<file path="config.mk">
export PLATFORM = sky130hd
export DESIGN_NAME = system_config_register_bank
export DESIGN_NICKNAME = d
export VERILOG_FILES = /design/src/core/sysconf_pkg.sv /design/src/core/strap_capture.sv /design/src/core/system_config_register_bank.sv
export SDC_FILE = /design/constraint.sdc
export NUM_CORES = 1
export LEC_CHECK = 0
export BUFFER_PORTS_ARGS = -buffer_cell sky130_fd_sc_hd__buf_2
export CAP_MARGIN = 20
export CORE_MARGIN = 2
export CORE_UTILIZATION = 25
export CTS_CLUSTER_DIAMETER = 100
export DETAILED_ROUTE_END_ITERATION = 8
export HOLD_SLACK_MARGIN = 0.06
export SYNTH_ARGS = -nofsm -noshare
export SYNTH_HDL_FRONTEND = slang
export SYNTH_SLANG_ARGS = --single-unit
</file>
<file path="constraint.sdc">
create_clock -name clk_sys -period 6.8 [get_ports clk_sys]
set_input_delay 1.36 -clock clk_sys [delete_from_list [all_inputs] [get_ports clk_sys]]
set_output_delay 1.36 -clock clk_sys [all_outputs]
set_load 0.02 [all_outputs]
</file>
<file path="src/core/sysconf_pkg.sv">
// Function
// - The window spans 64KB; registers are full 32-bit aligned words.
// - Window offsets decode into system, bridge, other, peripheral regions.
// - Window base pointer bits 28:16 reset 0x1FFF; a write relocates it.
// - Crypto clock select bits 10:9 pick 200/166/125/50 MHz; reset 0x1.
// - Bit 7 picks PCI clock, one for 66 MHz, zero for 33 MHz.
// - Processor clock select bits 6:4 pick 250 down to 50 MHz; reset 0x4.
// - Memory clock select bits 3:2 pick 200/166/125/100 MHz; reset 0x3.
// - System bus clock select bits 1:0 pick 166/125/50 MHz; reset 0x2.
// - NAND bit 31 drives write-protect release directly; resets to one.
// - NAND bit 30 enables auto page open; reset from strap, stays writable.
// - NAND bank pointer bits 28:16 resets 0x1FFE in 64 KB units.
// - Crypto pointer bits 28:18 reset 0x7FE, 256 KB units; bit 0 enable.
// - Read-only bit 31 of pad register reports the PLL-bypass strap.
// - Read-only bit 30 reports bypass clock-select strap, 250 or 200 MHz.
// - Bits 19:16 enable four memory clock outputs; cleared holds low.
// - Bit 11 bypasses the deskew PLL when one; resets to zero.
// - Bypass delay select bits 9:8 choose one to four cells; reset 0x1.
// - Delay line bits 7:4 pick ten chains; reset 0x1; codes above 9 invalid.
// - Bit 2 powers down memory pad receivers when one; resets zero.
// - Feature bits 15:0 each disable one interface and gate its clock.
// - Static bank pointer bits 31:26 read-write; bits 25:0 read zero.
package sysconf_pkg;

   // Word offsets inside the system region.
   localparam logic [12:0] OFF_WINDOW_BASE  = 13'h0000;
   localparam logic [12:0] OFF_CLOCK_RATE   = 13'h0004;
   localparam logic [12:0] OFF_NAND_CFG     = 13'h0008;
   localparam logic [12:0] OFF_CRYPTO_CFG   = 13'h000C;
   localparam logic [12:0] OFF_FACTORY      = 13'h0010;
   localparam logic [12:0] OFF_DDR_PAD      = 13'h0014;
   localparam logic [12:0] OFF_FEATURE      = 13'h0018;
   localparam logic [12:0] OFF_STATIC_BASE  = 13'h001C;

   // Region boundaries, by offset bits 15:12.
   localparam int          REGION_COUNT     = 11;
   localparam logic [3:0]  REG_SYS_LAST     = 4'h1;
   localparam logic [3:0]  REG_PCI_LAST     = 4'h3;
   localparam logic [3:0]  REG_DDR          = 4'h4;
   localparam logic [3:0]  REG_SMC          = 4'h5;
   localparam logic [3:0]  REG_WDMA_LAST    = 4'h7;
   localparam logic [3:0]  REG_LDMA_LAST    = 4'h9;
   localparam logic [3:0]  REG_SDIO         = 4'hA;
   localparam logic [3:0]  REG_USBD         = 4'hB;
   localparam logic [3:0]  REG_EHCI         = 4'hC;
   localparam logic [3:0]  REG_OHCI         = 4'hD;

   // Window base fields.
   localparam int          WIN_LSB          = 16;
   localparam int          WIN_MSB          = 28;
   localparam logic [12:0] WIN_RESET        = 13'h1FFF;

   // Clock rate control fields.
   localparam int          CRYPTO_CLK_LSB   = 9;
   localparam logic [1:0]  CRYPTO_CLK_RESET = 2'h1;
   localparam int          FAST_MODE_BIT    = 8;
   localparam int          PCI_RATE_BIT     = 7;
   localparam int          CPU_CLK_LSB      = 4;
   localparam logic [2:0]  CPU_CLK_RESET    = 3'h4;
   localparam int          MEM_CLK_LSB      = 2;
   localparam logic [1:0]  MEM_CLK_RESET    = 2'h3;
   localparam int          SYS_CLK_LSB      = 0;
   localparam logic [1:0]  SYS_CLK_RESET    = 2'h2;

   // NAND bank fields.
   localparam int          PROTECT_BIT      = 31;
   localparam int          AUTO_PAGE_BIT    = 30;
   localparam int          NAND_PTR_LSB     = 16;
   localparam logic [12:0] NAND_PTR_RESET   = 13'h1FFE;

   // Crypto bank fields.
   localparam int          CRYPTO_PTR_LSB   = 18;
   localparam logic [10:0] CRYPTO_PTR_RESET = 11'h7FE;
   localparam int          CRYPTO_EN_BIT    = 0;

   // Memory delay and pad fields.
   localparam int          PLL_BYPASS_BIT   = 31;
   localparam int          BYP_CLKSEL_BIT   = 30;
   localparam int          MEM_CLKEN_LSB    = 16;
   localparam logic [3:0]  MEM_CLKEN_RESET  = 4'hF;
   localparam int          DESKEW_BYP_BIT   = 11;
   localparam int          BYP_DELAY_LSB    = 8;
   localparam logic [1:0]  BYP_DELAY_RESET  = 2'h1;
   localparam int          DELAY_LINE_LSB   = 4;
   localparam logic [3:0]  DELAY_LINE_RESET = 4'h1;
   localparam logic [3:0]  DELAY_LINE_MAX   = 4'h9;
   localparam int          PAD_PWD_BIT      = 2;

   // Feature disable and static bank fields.
   localparam logic [15:0] FEATURE_RESET    = 16'h0000;
   localparam int          STATIC_PTR_LSB   = 26;
   localparam logic [5:0]  STATIC_PTR_RESET = 6'h3F;

   // Strap capture: cycles waited after reset release before sampling.
   localparam logic [1:0]  STRAP_SETTLE     = 2'h3;

endpackage

</file>
<file path="src/core/strap_capture.sv">
`timescale 1ns/10ps
// Synchronises the strap pins and latches them once after power-on reset.
module strap_capture #(
   parameter int WIDTH = 3
) (
   input  wire logic             clk_sys,
   input  wire logic             rst,
   input  wire logic [WIDTH-1:0] strapPins,
   output logic      [WIDTH-1:0] strapValue,
   output logic                  strapLoad,
   output logic                  strapDone
);

   logic [WIDTH-1:0] syncFirst;
   logic [WIDTH-1:0] syncSecond;
   logic [1:0]       settleCount;
   logic             settled;

   // Two-flop synchroniser; the first stage feeds only the second.
   always_ff @(posedge clk_sys or posedge rst) begin
      if (rst) begin
         syncFirst  <= '0;
         syncSecond <= '0;
      end else begin
         syncFirst  <= strapPins;
         syncSecond <= syncFirst;
      end
   end

   assign settled = (settleCount == sysconf_pkg::STRAP_SETTLE);

   // Sampled once, after the synchroniser has filled, then frozen.
   // The load pulse rises with the capture and the bank copies at the next edge,
   // so it takes the captured value and not the reset value; done rises with the copy.
   always_ff @(posedge clk_sys or posedge rst) begin
      if (rst) begin
         settleCount <= 2'h0;
         strapValue  <= '0;
         strapLoad   <= 1'b0;
         strapDone   <= 1'b0;
      end else if (!settled) begin
         settleCount <= settleCount + 2'h1;
      end else if (strapLoad) begin
         strapLoad <= 1'b0;
         strapDone <= 1'b1;
      end else if (!strapDone) begin
         strapValue <= syncSecond;
         strapLoad  <= 1'b1;
      end
   end

endmodule

</file>
<file path="src/core/system_config_register_bank.sv">
`timescale 1ns/10ps
// System configuration bank at the bottom of the relocatable window.
module system_config_register_bank (
   input  wire logic        clk_sys,
   input  wire logic        rst,
   input  wire logic        regReq,
   input  wire logic        regWrite,
   input  wire logic [31:0] regAddr,
   input  wire logic [31:0] regWdata,
   output logic      [31:0] regRdata,
   output logic             regAck,
   output logic             windowHit,
   output logic [10:0]      regionSelect,
   input  wire logic        autoPageStrap,
   input  wire logic        pllBypassStrap,
   input  wire logic        bypassClkSelStrap,
   output logic             strapReady,
   output logic [12:0]      windowBasePointer,
   output logic [1:0]       cryptoClockSelect,
   output logic             simFastMode,
   output logic             pciRateSelect,
   output logic [2:0]       cpuClockSelect,
   output logic [1:0]       memoryClockSelect,
   output logic [1:0]       systemClockSelect,
   output logic             nandProtectRelease,
   output logic             autoPageOpenEnable,
   output logic [12:0]      nandBankPointer,
   output logic [10:0]      cryptoBankPointer,
   output logic             cryptoEnable,
   output logic             pllBypass,
   output logic             bypassClockSelect,
   output logic [3:0]       memoryClockEnable,
   output logic             deskewBypass,
   output logic [1:0]       bypassDelaySelect,
   output logic [3:0]       delayLineSelect,
   output logic             padPowerDown,
   output logic [15:0]      featureDisable,
   output logic [15:0]      blockClockEnable,
   output logic [5:0]       staticBankPointer
);

   // Region index for window offset bits 15:12.
   function automatic logic [10:0] region_decode(input logic [3:0] nib);
      logic [10:0] sel;
      sel = 11'h000;
      if (nib <= sysconf_pkg::REG_SYS_LAST) begin
         sel[0] = 1'b1;
      end else if (nib <= sysconf_pkg::REG_PCI_LAST) begin
         sel[1] = 1'b1;
      end else if (nib == sysconf_pkg::REG_DDR) begin
         sel[2] = 1'b1;
      end else if (nib == sysconf_pkg::REG_SMC) begin
         sel[3] = 1'b1;
      end else if (nib <= sysconf_pkg::REG_WDMA_LAST) begin
         sel[4] = 1'b1;
      end else if (nib <= sysconf_pkg::REG_LDMA_LAST) begin
         sel[5] = 1'b1;
      end else if (nib == sysconf_pkg::REG_SDIO) begin
         sel[6] = 1'b1;
      end else if (nib == sysconf_pkg::REG_USBD) begin
         sel[7] = 1'b1;
      end else if (nib == sysconf_pkg::REG_EHCI) begin
         sel[8] = 1'b1;
      end else if (nib == sysconf_pkg::REG_OHCI) begin
         sel[9] = 1'b1;
      end else begin
         sel[10] = 1'b1;
      end
      return sel;
   endfunction

   logic [2:0]  strapValue;
   logic        strapLoad;
   logic        sysHit;
   logic        wrHit;
   logic [12:0] sysOffset;
   logic        selWindow;
   logic        selClock;
   logic        selNand;
   logic        selCrypto;
   logic        selPad;
   logic        selFeature;
   logic        selStatic;
   logic        delayValid;
   logic [31:0] readWindow;
   logic [31:0] readClock;
   logic [31:0] readNand;
   logic [31:0] readCrypto;
   logic [31:0] readPad;
   logic [31:0] readFeature;
   logic [31:0] readStatic;
   logic [31:0] next_rdata;

   // Straps are pins: synchronised and latched once in the helper.
   strap_capture #(
      .WIDTH (3)
   ) u_strap (
      .clk_sys    (clk_sys),
      .rst        (rst),
      .strapPins  ({bypassClkSelStrap, pllBypassStrap, autoPageStrap}),
      .strapValue (strapValue),
      .strapLoad  (strapLoad),
      .strapDone  (strapReady)
   );

   // The window is 64KB at the programmed base; upper bits must be zero.
   assign windowHit = regReq && (regAddr[31:29] == 3'h0)
                      && (regAddr[28:16] == windowBasePointer);
   assign regionSelect = windowHit ? region_decode(regAddr[15:12])
                                   : 11'h000;
   assign sysHit    = regionSelect[0];
   assign sysOffset = {regAddr[12:2], 2'b00};
   assign wrHit     = sysHit && regWrite;

   // Register selects inside the system region.
   assign selWindow  = (sysOffset == sysconf_pkg::OFF_WINDOW_BASE);
   assign selClock   = (sysOffset == sysconf_pkg::OFF_CLOCK_RATE);
   assign selNand    = (sysOffset == sysconf_pkg::OFF_NAND_CFG);
   assign selCrypto  = (sysOffset == sysconf_pkg::OFF_CRYPTO_CFG);
   assign selPad     = (sysOffset == sysconf_pkg::OFF_DDR_PAD);
   assign selFeature = (sysOffset == sysconf_pkg::OFF_FEATURE);
   assign selStatic  = (sysOffset == sysconf_pkg::OFF_STATIC_BASE);

   // Invalid delay codes are refused so the chain never sees them.
   assign delayValid = (regWdata[7:4] <= sysconf_pkg::DELAY_LINE_MAX);

   // Window base register; a write moves the window from the next cycle.
   always_ff @(posedge clk_sys or posedge rst) begin
      if (rst) begin
         windowBasePointer <= sysconf_pkg::WIN_RESET;
      end else if (wrHit && selWindow) begin
         windowBasePointer <= regWdata[28:16];
      end
   end

   // Clock rate control register.
   always_ff @(posedge clk_sys or posedge rst) begin
      if (rst) begin
         cryptoClockSelect <= sysconf_pkg::CRYPTO_CLK_RESET;
         simFastMode       <= 1'b0;
         pciRateSelect     <= 1'b0;
         cpuClockSelect    <= sysconf_pkg::CPU_CLK_RESET;
         memoryClockSelect <= sysconf_pkg::MEM_CLK_RESET;
         systemClockSelect <= sysconf_pkg::SYS_CLK_RESET;
      end else if (wrHit && selClock) begin
         cryptoClockSelect <= regWdata[10:9];
         simFastMode       <= regWdata[8];
         pciRateSelect     <= regWdata[7];
         cpuClockSelect    <= regWdata[6:4];
         memoryClockSelect <= regWdata[3:2];
         systemClockSelect <= regWdata[1:0];
      end
   end

   // NAND config; the strap load yields to a software write that cycle.
   always_ff @(posedge clk_sys or posedge rst) begin
      if (rst) begin
         nandProtectRelease <= 1'b1;
         autoPageOpenEnable <= 1'b0;
         nandBankPointer    <= sysconf_pkg::NAND_PTR_RESET;
      end else if (wrHit && selNand) begin
         nandProtectRelease <= regWdata[31];
         autoPageOpenEnable <= regWdata[30];
         nandBankPointer    <= regWdata[28:16];
      end else if (strapLoad) begin
         autoPageOpenEnable <= strapValue[0];
      end
   end

   // Crypto bank config.
   always_ff @(posedge clk_sys or posedge rst) begin
      if (rst) begin
         cryptoBankPointer <= sysconf_pkg::CRYPTO_PTR_RESET;
         cryptoEnable      <= 1'b1;
      end else if (wrHit && selCrypto) begin
         cryptoBankPointer <= regWdata[28:18];
         cryptoEnable      <= regWdata[0];
      end
   end

   // Memory delay line and pad config.
   always_ff @(posedge clk_sys or posedge rst) begin
      if (rst) begin
         memoryClockEnable <= sysconf_pkg::MEM_CLKEN_RESET;
         deskewBypass      <= 1'b0;
         bypassDelaySelect <= sysconf_pkg::BYP_DELAY_RESET;
         delayLineSelect   <= sysconf_pkg::DELAY_LINE_RESET;
         padPowerDown      <= 1'b0;
      end else if (wrHit && selPad) begin
         memoryClockEnable <= regWdata[19:16];
         deskewBypass      <= regWdata[11];
         bypassDelaySelect <= regWdata[9:8];
         padPowerDown      <= regWdata[2];
         if (delayValid) begin
            delayLineSelect <= regWdata[7:4];
         end
      end
   end

   // Feature disable and static bank base.
   always_ff @(posedge clk_sys or posedge rst) begin
      if (rst) begin
         featureDisable    <= sysconf_pkg::FEATURE_RESET;
         staticBankPointer <= sysconf_pkg::STATIC_PTR_RESET;
      end else begin
         if (wrHit && selFeature) begin
            featureDisable <= regWdata[15:0];
         end
         if (wrHit && selStatic) begin
            staticBankPointer <= regWdata[31:26];
         end
      end
   end

   // The PLL-bypass and clock-select straps are read-only and frozen after the single capture.
   assign pllBypass         = strapValue[1];
   assign bypassClockSelect = strapValue[2];
   assign blockClockEnable  = ~featureDisable;

   // Read images; every reserved bit is a constant zero.
   assign readWindow  = {3'h0, windowBasePointer, 16'h0000};
   assign readClock   = {21'h000000, cryptoClockSelect, simFastMode,
                         pciRateSelect, cpuClockSelect, memoryClockSelect,
                         systemClockSelect};
   assign readNand    = {nandProtectRelease, autoPageOpenEnable, 1'b0,
                         nandBankPointer, 16'h0000};
   assign readCrypto  = {3'h0, cryptoBankPointer, 17'h00000, cryptoEnable};
   assign readPad     = {pllBypass, bypassClockSelect, 10'h000,
                         memoryClockEnable, 4'h0, deskewBypass, 1'b0,
                         bypassDelaySelect, delayLineSelect, 1'b0,
                         padPowerDown, 2'h0};
   assign readFeature = {16'h0000, featureDisable};
   assign readStatic  = {staticBankPointer, 26'h0000000};

   // Unmapped and factory offsets read as zero.
   assign next_rdata = regWrite   ? 32'h00000000 :
                       selWindow  ? readWindow  :
                       selClock   ? readClock   :
                       selNand    ? readNand    :
                       selCrypto  ? readCrypto  :
                       selPad     ? readPad     :
                       selFeature ? readFeature :
                       selStatic  ? readStatic  : 32'h00000000;

   // One-cycle answer to every access of the system region.
   always_ff @(posedge clk_sys or posedge rst) begin
      if (rst) begin
         regAck   <= 1'b0;
         regRdata <= 32'h00000000;
      end else begin
         regAck <= sysHit;
         if (sysHit) begin
            regRdata <= next_rdata;
         end
      end
   end

endmodule

</file>
After elaboration in Yosys (flattened, before gate mapping)

Cells that the tools add are included.

Output and inout port bits: 149
Register bits: 131
Input bits: 71

Bitwise logic cells: 3
Reduce and logical (&&, ||, !) cells: 16
Mux-type cells: 33
Add/sub/neg operators: 1
$lt $le $gt $ge: 5
Eq/ne operators: 14

Operators with widths:

| cell                                                                             | count |
|---|---|
| 32-bit two-way mux                                                               | 8 |
| 11-bit by 3-bit equality test with 1-bit output, second input constant           | 3 |
| 11-bit by 2-bit equality test with 1-bit output, second input constant           | 2 |
| 4-bit equality test, second input constant                                       | 4 |
| 16-bit inverter                                                                  | 1 |
| 1-bit two-way mux                                                                | 15 |
| 13-bit equality test                                                             | 1 |
| 13-bit logical NOT                                                               | 1 |
| 11-bit by 1-bit equality test with 1-bit output, second input constant           | 1 |
| 11-bit two-way mux                                                               | 1 |
| 1-bit logical AND                                                                | 10 |
| 10-bit two-way mux                                                               | 1 |
| 9-bit two-way mux                                                                | 1 |
| 4-bit by 3-bit equality test with 1-bit output, second input constant            | 2 |
| 4-bit less-or-equal comparator, second input constant                            | 2 |
| 8-bit two-way mux                                                                | 1 |
| 7-bit two-way mux                                                                | 1 |
| 6-bit two-way mux                                                                | 1 |
| 5-bit two-way mux                                                                | 1 |
| 4-bit by 1-bit less-or-equal comparator with 1-bit output, second input constant | 1 |
| 4-bit by 2-bit less-or-equal comparator with 1-bit output, second input constant | 1 |
| 4-bit by 3-bit less-or-equal comparator with 1-bit output, second input constant | 1 |
| 4-bit two-way mux                                                                | 1 |
| 2-bit AND reduction                                                              | 2 |
| 8 further kinds                                                                  | 9 |

Longest topological paths before layout

Gate-level depths: netlist of the first run.

Word-level depth: 15
Depth in mapped cells: 8
Depth with buffers taken out: 5

Cells and area by module

From an unflattened synthesis of the first run, not the netlist that was laid out.

Cells, all modules: 508
Area total of the unflattened synthesis: 6047.0 µm²

Modules (own cells, without submodules):

| module                      | cells an instance | area an instance (µm²) | sequential area each (µm²) | times used |
|---|---|---|---|---|
| system_config_register_bank | 484               | 5611.6                 | 3020.4                     | 1 |
| strap_capture               | 24                | 435.4                  | 325.3                      | 1 |

Worst setup path before layout of the first run

OpenSTA, ideal clock, no wires.

Path type: input to output
Start: input port regAddr[28]
End: output port regionSelect[2]
Path slack: 2.189 ns
Data required time: 5.440 ns
Buffers on the path: 1
Stages on the path: 6
Arrival time: 3.251 ns
Path through: xor2_1 -> nor4_1 -> and4_1 -> clkbuf_1 -> nand2_1 -> nor4_1

Word-level cells in the longest chain between the ends: 3

RTL lines:

| what                 | line                               | text |
|---|---|---|
| from (decl)          | system_config_register_bank.sv:8   | `input wire logic [31:0] regAddr,` |
| 13-bit equality test | system_config_register_bank.sv:108 | `&& (regAddr[28:16] == windowBasePointer);` |
| 1-bit logical AND    | system_config_register_bank.sv:108 |  |
| named net windowHit  | system_config_register_bank.sv:12  | `output logic windowHit,` |
| 11-bit two-way mux   | system_config_register_bank.sv:109 | `assign regionSelect = windowHit ? region_decode(regAddr[15:12])` |
| to (decl)            | system_config_register_bank.sv:13  | `output logic [10:0] regionSelect,` |

The timed path passes the listed nets, and every way through them passes these cells.

Worst setup path after layout of the first run

Start: input port regAddr[28]
End: output port regionSelect[0]

Word-level cells in the longest chain between the ends: 3

RTL lines:

| what                 | line |
|---|---|
| 13-bit equality test | system_config_register_bank.sv:108 |
| 1-bit logical AND    | system_config_register_bank.sv:108 |
| 11-bit two-way mux   | system_config_register_bank.sv:109 |

No other way between the ends.

==> results.tsv, run 1 <==
stage	metric	value	unit
pwr	ir_drop	0.0001301	V
clock_tree	clock_latency	420	ps
timing	period_share	70.07	%
final_layout	diodes	0	
global_route	use_met3	4.243	%
status	status	complete, no violations	
clock_tree	clock-sinks	131	
synth	ys_ff_latch	131	
synth	synth_edf_count	0	
drt	route.detailed.drc	0	
synth	synth_warnings	0	
pwr	p_per_area	225.4	nW/um2
clock_tree	htreeDepth	4	
setup_path	cp.arrival	3400	ps
final_layout	final-seq-area	3346	um2
floorplan	num_rows	56	
global_route	grt_pass1_wl	27970	um
floorplan	die_x	158.1	um
setup_path	cpMostUsedCell	buf_2	
min_path	min_from	u_strap.syncFirst[0]$_DFF_PP0_	
timing	fmax	0.2099	GHz
synth	synth_area	5936	um2
global_route	track_usage	15.21	%
clock_tree	cts_hold_buf	0	
timing	period_minus_slack	4765	ps
global_route	antenna_found_initial	0	
floorplan	start_util	25.36	%
clock_tree	cts_resized	0	
setup_path	cpLargestDelayFamily	simple AND/OR/NAND/NOR gates	
min_path	hold_class	reg -> reg	
final_layout	final_util	34.09	%
setup_path	cp.buffers_inverters	3	
synth	ys.flop_type	dfrtp_1	
timing	timing.hold.ws	349.5	ps
timing	fin_tns_setup	0	ps
clock_tree	clock-root-buffer	clkbuf_16	
drt	wl_per_cell	18.32	um
setup_path	crit_slowest_cell	nor4_1	
final_layout	multi_input_area	2370	um2
setup_path	rrSetupSlack	3490	ps
final_layout	layout.nets	774	
synth	synth.distinct_cells	43	
drt	antenna_left	0	
placement	hpwl	13820	um
run	drv_cap	0	
timing	drv_slew	0	
drt	first_iter_violations	203	
global_route	grt_max_degree	70	
synth	synth-seq-area-share	56.37	%
setup_path	r2r-start	windowBasePointer[12]$_DFFE_PP1P_	
clock_tree	cts_buffers	17	
final_layout	drive_gt1_share	57.34	%
setup_path	required	5440	ps
clock_tree	post_cts_buffers	0	
placement	place.gp.congestion	0.7360	
floorplan	core_area	23400	um2
timing	fin_skew	7.987	ps
clock_tree	clkTransAtPathRegs	60	ps
timing	timing.slew.headroom	30.99	%
synth	syn_avg_cell_area	12.31	um2
floorplan	ioPinCount	220	
synth	synth_fp_nets	554	
min_path	hold-path-endpoint	u_strap.syncSecond[0]$_DFF_PP0_	
setup_path	crit_fanout	10	
setup_path	path_cells	buf_2 -> xor2_1 -> nor4_1 -> and4_1 -> nand2_1 -> inv_1 -> buf_2	
setup_path	path_class	in -> out	
setup_path	rr_worst_depth	5	
floorplan	die-height	158.1	um
final_layout	fillerInstances	2416	
global_route	first_global_vias	4619	
timing	finalHoldViolCount	0	
clock_tree	cts_buffer_depth	2	
pwr	leakage	3.900	nW
global_route	busiest_layer	met2	
setup_path	cp-start-kind	primary input	
setup_path	r2r_end	featureDisable[14]$_DFFE_PP0P_	
drt	vias_per_cell	4.563	
drt	firstDrtPassIters	5	
placement	port-buffer-count	217	
global_route	grtUsageMet2	25.53	%
clock_tree	cts_tree	built	
min_path	holdPathStages	0	
drt	routed_wl	18940	um
final_layout	area_growth	34.42	%
synth	synthArstFlopShare	100.0	%
global_route	grt.overflow.total	0	
timing	worst_pin_slew	1034	ps
setup_path	critPathCaptureType	primary output	
setup_path	cp_slowest_stage_delay	520	ps
drt	vias	4718	
timing	grt_setup_unrepaired	no	
timing	setup_viol	0	
synth	synthCells	482	
global_route	use_met1	19.36	%
floorplan	dieArea	24990	um2
[routing by layer]
layer	vias to the layer above	part of all wire [%]
li1	2180	-
met1	2363	44
met2	161	49
met3	14	6.5
met4	0	0.95
met5	-	0
[per-stage QoR]
stage	instances	power [mW]	cell area, um2	setup slack (ps)
2_1_floorplan	482	0.8265	5936	2032
3_3_place_gp	1002	0.8658	7378	2063
3_5_place_dp	1002	0.8669	7378	2011
4_1_cts	1034	1.830	7979	2006
5_1_grt	1034	1.869	7979	1907
6_report	1034	1.798	7979	2035
[worst max-delay path by stage]
stage                                           to  cells after the start   startpoint  slack [ps]
detailed placement                 regionSelect[0]                      7  regAddr[28]        2010
CTS                                regionSelect[0]                      7  regAddr[28]        2010
floorplan           autoPageOpenEnable$_DFFE_PP0P_                      1          rst        2030
global route                       regionSelect[0]                      7  regAddr[28]        1910
finish                             regionSelect[0]                      7  regAddr[28]        2040
global placement                   regionSelect[0]                      7  regAddr[28]        2060
[cell type report]
class,count,share of cell area [%]
timing repair buffer,225,14.36
tap,319,5.002
inverter,30,1.474
sequential,131,41.93
clock buffer,18,5.504
clock inverter,14,2.023
multi-input combinational,297,29.70
[cell usage after synthesis, types with 4 or more instances]
library cell	number	area [um2]
mux2_2	82	923.4
dfrtp_1	77	1927
dfstp_2	54	1419
nand2_1	42	157.7
inv_1	30	112.6
o21ai_0	29	145.1
clkbuf_1	15	56.30
nor3_1	15	75.07
a22oi_1	14	105.1
nor2_1	14	52.55
mux2_4	10	150.1
a222oi_1	9	90.09
nor4_1	8	50.05
xor2_1	8	70.07
xnor2_1	6	52.55
mux2i_1	5	50.05
nand2b_1	5	31.28
nand4_1	5	31.28
a21o_1	4	30.03
a22o_1	4	35.03
and4_1	4	35.03
buf_2	4	20.02
[layout by cell type, fill, tap and decap left out, types with 4 or more instances in the layout]
cell type   synthesis  final
clkbuf_16           0     17
buf_2               4    217
a22oi_1            14     14
buf_4               2      8
mux2_4             10     10
nor4_1              8      8
a222oi_1            9      9
nand2b_1            5      5
dfstp_2            54     54
nand4_1             5      5
nor3_1             15     15
xnor2_1             6      6
mux2_2             82     82
o21ai_0            29     29
dfrtp_1            77     77
a21o_1              4      4
nor2_1             14     13
mux2i_1             5      5
and4_1              4      4
clkinvlp_4          0      5
clkinv_2            0      5
a22o_1              4      4
nand2_1            42     42
inv_1              30     29
xor2_1              8      8
[power by group]
group / leakage [nW] / internal [mW] / switching [mW]
logic: 2.03 / 0.0220 / 0.0446
registers: 1.59 / 0.784 / 0.00142
clock network: 0.284 / 0.584 / 0.362
total: 3.90 / 1.39 / 0.408
[worst reg2reg max path, cell delays in order, from the launching register on]
cell     delay (ps)
dfstp_2         580
xor2_1          120
nor4_1          520
nand4_1         570
nor2_2          980
mux2_2          430
[logic make-up after synthesis]
group                      synth area share [%]
DFF                                       56.37
xor gates and xnor gates                  2.066
AOI/OAI and AO/OA                         8.390
muxes                                     18.93
adders and majority gates                0.2108
and+or+nand+nor                           10.14
buffers and inverters                     3.899
[registers in the layout, summed over array words and instances (netlist names), 2 cells and up]
| register | cells |
|---|---|
| featureDisable | 16 |
| delayLineSelect | 4 |
| regRdata | 32 |
| cpuClockSelect | 3 |
| cryptoClockSelect | 2 |
| u_strap.strapValue | 3 |
| cryptoBankPointer | 11 |
| u_strap.syncFirst | 3 |
| windowBasePointer | 13 |
| nandBankPointer | 13 |
| bypassDelaySelect | 2 |
| memoryClockEnable | 4 |
| systemClockSelect | 2 |
| u_strap.syncSecond | 3 |
| staticBankPointer | 6 |
| u_strap.settleCount | 2 |
| memoryClockSelect | 2 |
Power figures use the tool's default switching activity.
==> run 2: changes to the inputs <==
Clock period 6.8 ns to 4.3 ns, I/O delays scaled along.
==> run 2 against run 1 <==
Compared with the run above: critical path depth did not move; clock skew rose by 4.5 ps; cell count rose by 1.4%; sequential power rose by 58%; power rose by 57%; sequential share of layout area fell by 0.53 points; critical endpoint is now regionSelect[8]; largest cell class unchanged.
==> results.tsv, run 2 (same netlist as run 1, synthesis figures left out) <==
stage	metric	value	unit
min_path	hold_class	reg -> reg	
setup_path	crit_fanout	6	
floorplan	ioPinCount	220	
clock_tree	clock-root-buffer	clkbuf_16	
pwr	p_per_area	349.6	nW/um2
final_layout	final_cell_mix	buf_2 (217), mux2_2 (82), dfrtp_1 (77), dfstp_2 (54), nand2_1 (42)	
final_layout	layout.nets	788	
pwr	leakage	3.976	nW
timing	timing.slew.headroom	34.66	%
final_layout	area_growth	36.15	%
setup_path	crit_start	regAddr[28]	
setup_path	rrSetupSlack	1430	ps
timing	fmax	0.2785	GHz
timing	drv_slew	0	
setup_path	cp-start-kind	primary input	
clock_tree	clock-sinks	131	
setup_path	path_class	in -> out	
global_route	first_global_vias	4686	
final_layout	diodes	0	
setup_path	required	3440	ps
global_route	grt_max_degree	107	
setup_path	cp.arrival	2730	ps
timing	fin_skew	12.44	ps
floorplan	start_util	25.36	%
clock_tree	post_cts_buffers	0	
timing	period_minus_slack	3591	ps
clock_tree	htreeDepth	4	
drt	met1Wirelength	8317	um
floorplan	die_x	158.1	um
timing	period_share	83.52	%
floorplan	num_rows	56	
floorplan	dieArea	24990	um2
drt	wl_met2	8869	um
timing	fin_tns_setup	0	ps
final_layout	largest_reg_flops	32	
min_path	holdPathStages	0	
global_route	grt.overflow.total	0	
clock_tree	cts_buffer_depth	2	
setup_path	critPathCaptureType	primary output	
drt	route.detailed.drc	0	
floorplan	core_area	23400	um2
clock_tree	cts_hold_buf	0	
clock_tree	clock_latency	420	ps
clock_tree	clkTransAtPathRegs	50	ps
run	drv_cap	0	
floorplan	die-height	158.1	um
global_route	track_usage	15.12	%
clock_tree	cts_buffers	17	
placement	hpwl	13940	um
clock_tree	cts_tree	built	
timing	grt_setup_unrepaired	no	
final_layout	finalInstanceArea	8082	um2
drt	wl_met3	1277	um
final_layout	final_util	34.53	%
global_route	antenna_found_initial	0	
drt	first_iter_violations	257	
setup_path	rr_worst_depth	7	
final_layout	final_common_cell	buf_2	
setup_path	r2r-start	windowBasePointer[12]$_DFFE_PP1P_	
drt	wl_per_cell	17.88	um
timing	setup_viol	0	
timing	finalHoldViolCount	0	
setup_path	worstSetupEndpoint	regionSelect[8]	
placement	port-buffer-count	217	
drt	firstDrtPassIters	4	
placement	place.gp.congestion	0.7759	
global_route	grt_pass1_wl	27660	um
pwr	ir_drop	0.0002123	V
drt	antenna_left	0	
drt	routed_wl	18740	um
final_layout	top_regs	regRdata x32, featureDisable x16	
final_layout	largest_register	regRdata	
drt	vias_per_cell	4.471	
drt	vias	4686	
setup_path	r2r_end	autoPageOpenEnable$_DFFE_PP0P_	
status	status	complete, no violations	
final_layout	fillerInstances	2416	
timing	worst_pin_slew	980.2	ps
clock_tree	cts_resized	0	
final_layout	drive_gt1_share	57.75	%
placement	dpl-instance-area	7483	um2
drt	top_layer	met4	
timing	timing.hold.ws	349.5	ps
[run 2: cell types whose count changed in the layout (fill, tap and decap cells not counted), sizes merged]
| cell | before | now |
|---|---|---|
| buf | 225 | 239 |
| clkbuf | 18 | 22 |
| clkinvlp | 5 | 2 |
| inv | 31 | 30 |
[run 2: power by group]
part	internal [mW]	switching (mW)
combinational	0.0359	0.0713
sequential	1.24	0.00226
clock	0.939	0.536
[run 2: layout make-up]
type | instances | area (um2) | area share (%)
Clock buffer | 22 | 464.2 | 5.744
Clock inverter | 10 | 133.9 | 1.657
Inverter | 30 | 117.6 | 1.455
Multi-Input combinational cell | 297 | 2370 | 29.32
Sequential cell | 131 | 3346 | 41.40
Tap cell | 319 | 399.1 | 4.939
Timing Repair Buffer | 239 | 1251 | 15.48
[run 2: worst max-delay path: stages]
cell	delay, ps
buf_2	100
xor2_1	170
nor4_1	510
and4_1	460
nand2_1	210
nor4_1	210
buf_2	210
[run 2: worst min path at each step]
stage | from | endpoint
finish | u_strap.syncFirst[2]$_DFF_PP0_ | u_strap.syncSecond[2]$_DFF_PP0_
global route | u_strap.syncFirst[2]$_DFF_PP0_ | u_strap.syncSecond[2]$_DFF_PP0_
CTS | u_strap.syncFirst[2]$_DFF_PP0_ | u_strap.syncSecond[2]$_DFF_PP0_
detailed placement | u_strap.syncFirst[2]$_DFF_PP0_ | u_strap.syncSecond[2]$_DFF_PP0_
global placement | u_strap.syncFirst[2]$_DFF_PP0_ | u_strap.syncSecond[2]$_DFF_PP0_
floorplan | u_strap.syncFirst[0]$_DFF_PP0_ | u_strap.syncSecond[0]$_DFF_PP0_
[run 2: per-layer routing]
layer / track usage (%) / vias up
li1: - / 2203
met1: 19.24 / 2307
met2: 25.09 / 160
met3: 4.079 / 16
met4: 4.590 / 0
met5: 0 / -
[run 2: stage by stage]
stage / instances / power [mW] / setup slack (ps)
3_5_place_dp: 1016 / 1.373 / 735.1
6_report: 1048 / 2.825 / 708.7
5_1_grt: 1048 / 2.939 / 588.7
3_3_place_gp: 1016 / 1.371 / 787.0
2_1_floorplan: 482 / 1.307 / 31.67
4_1_cts: 1048 / 2.871 / 731.0
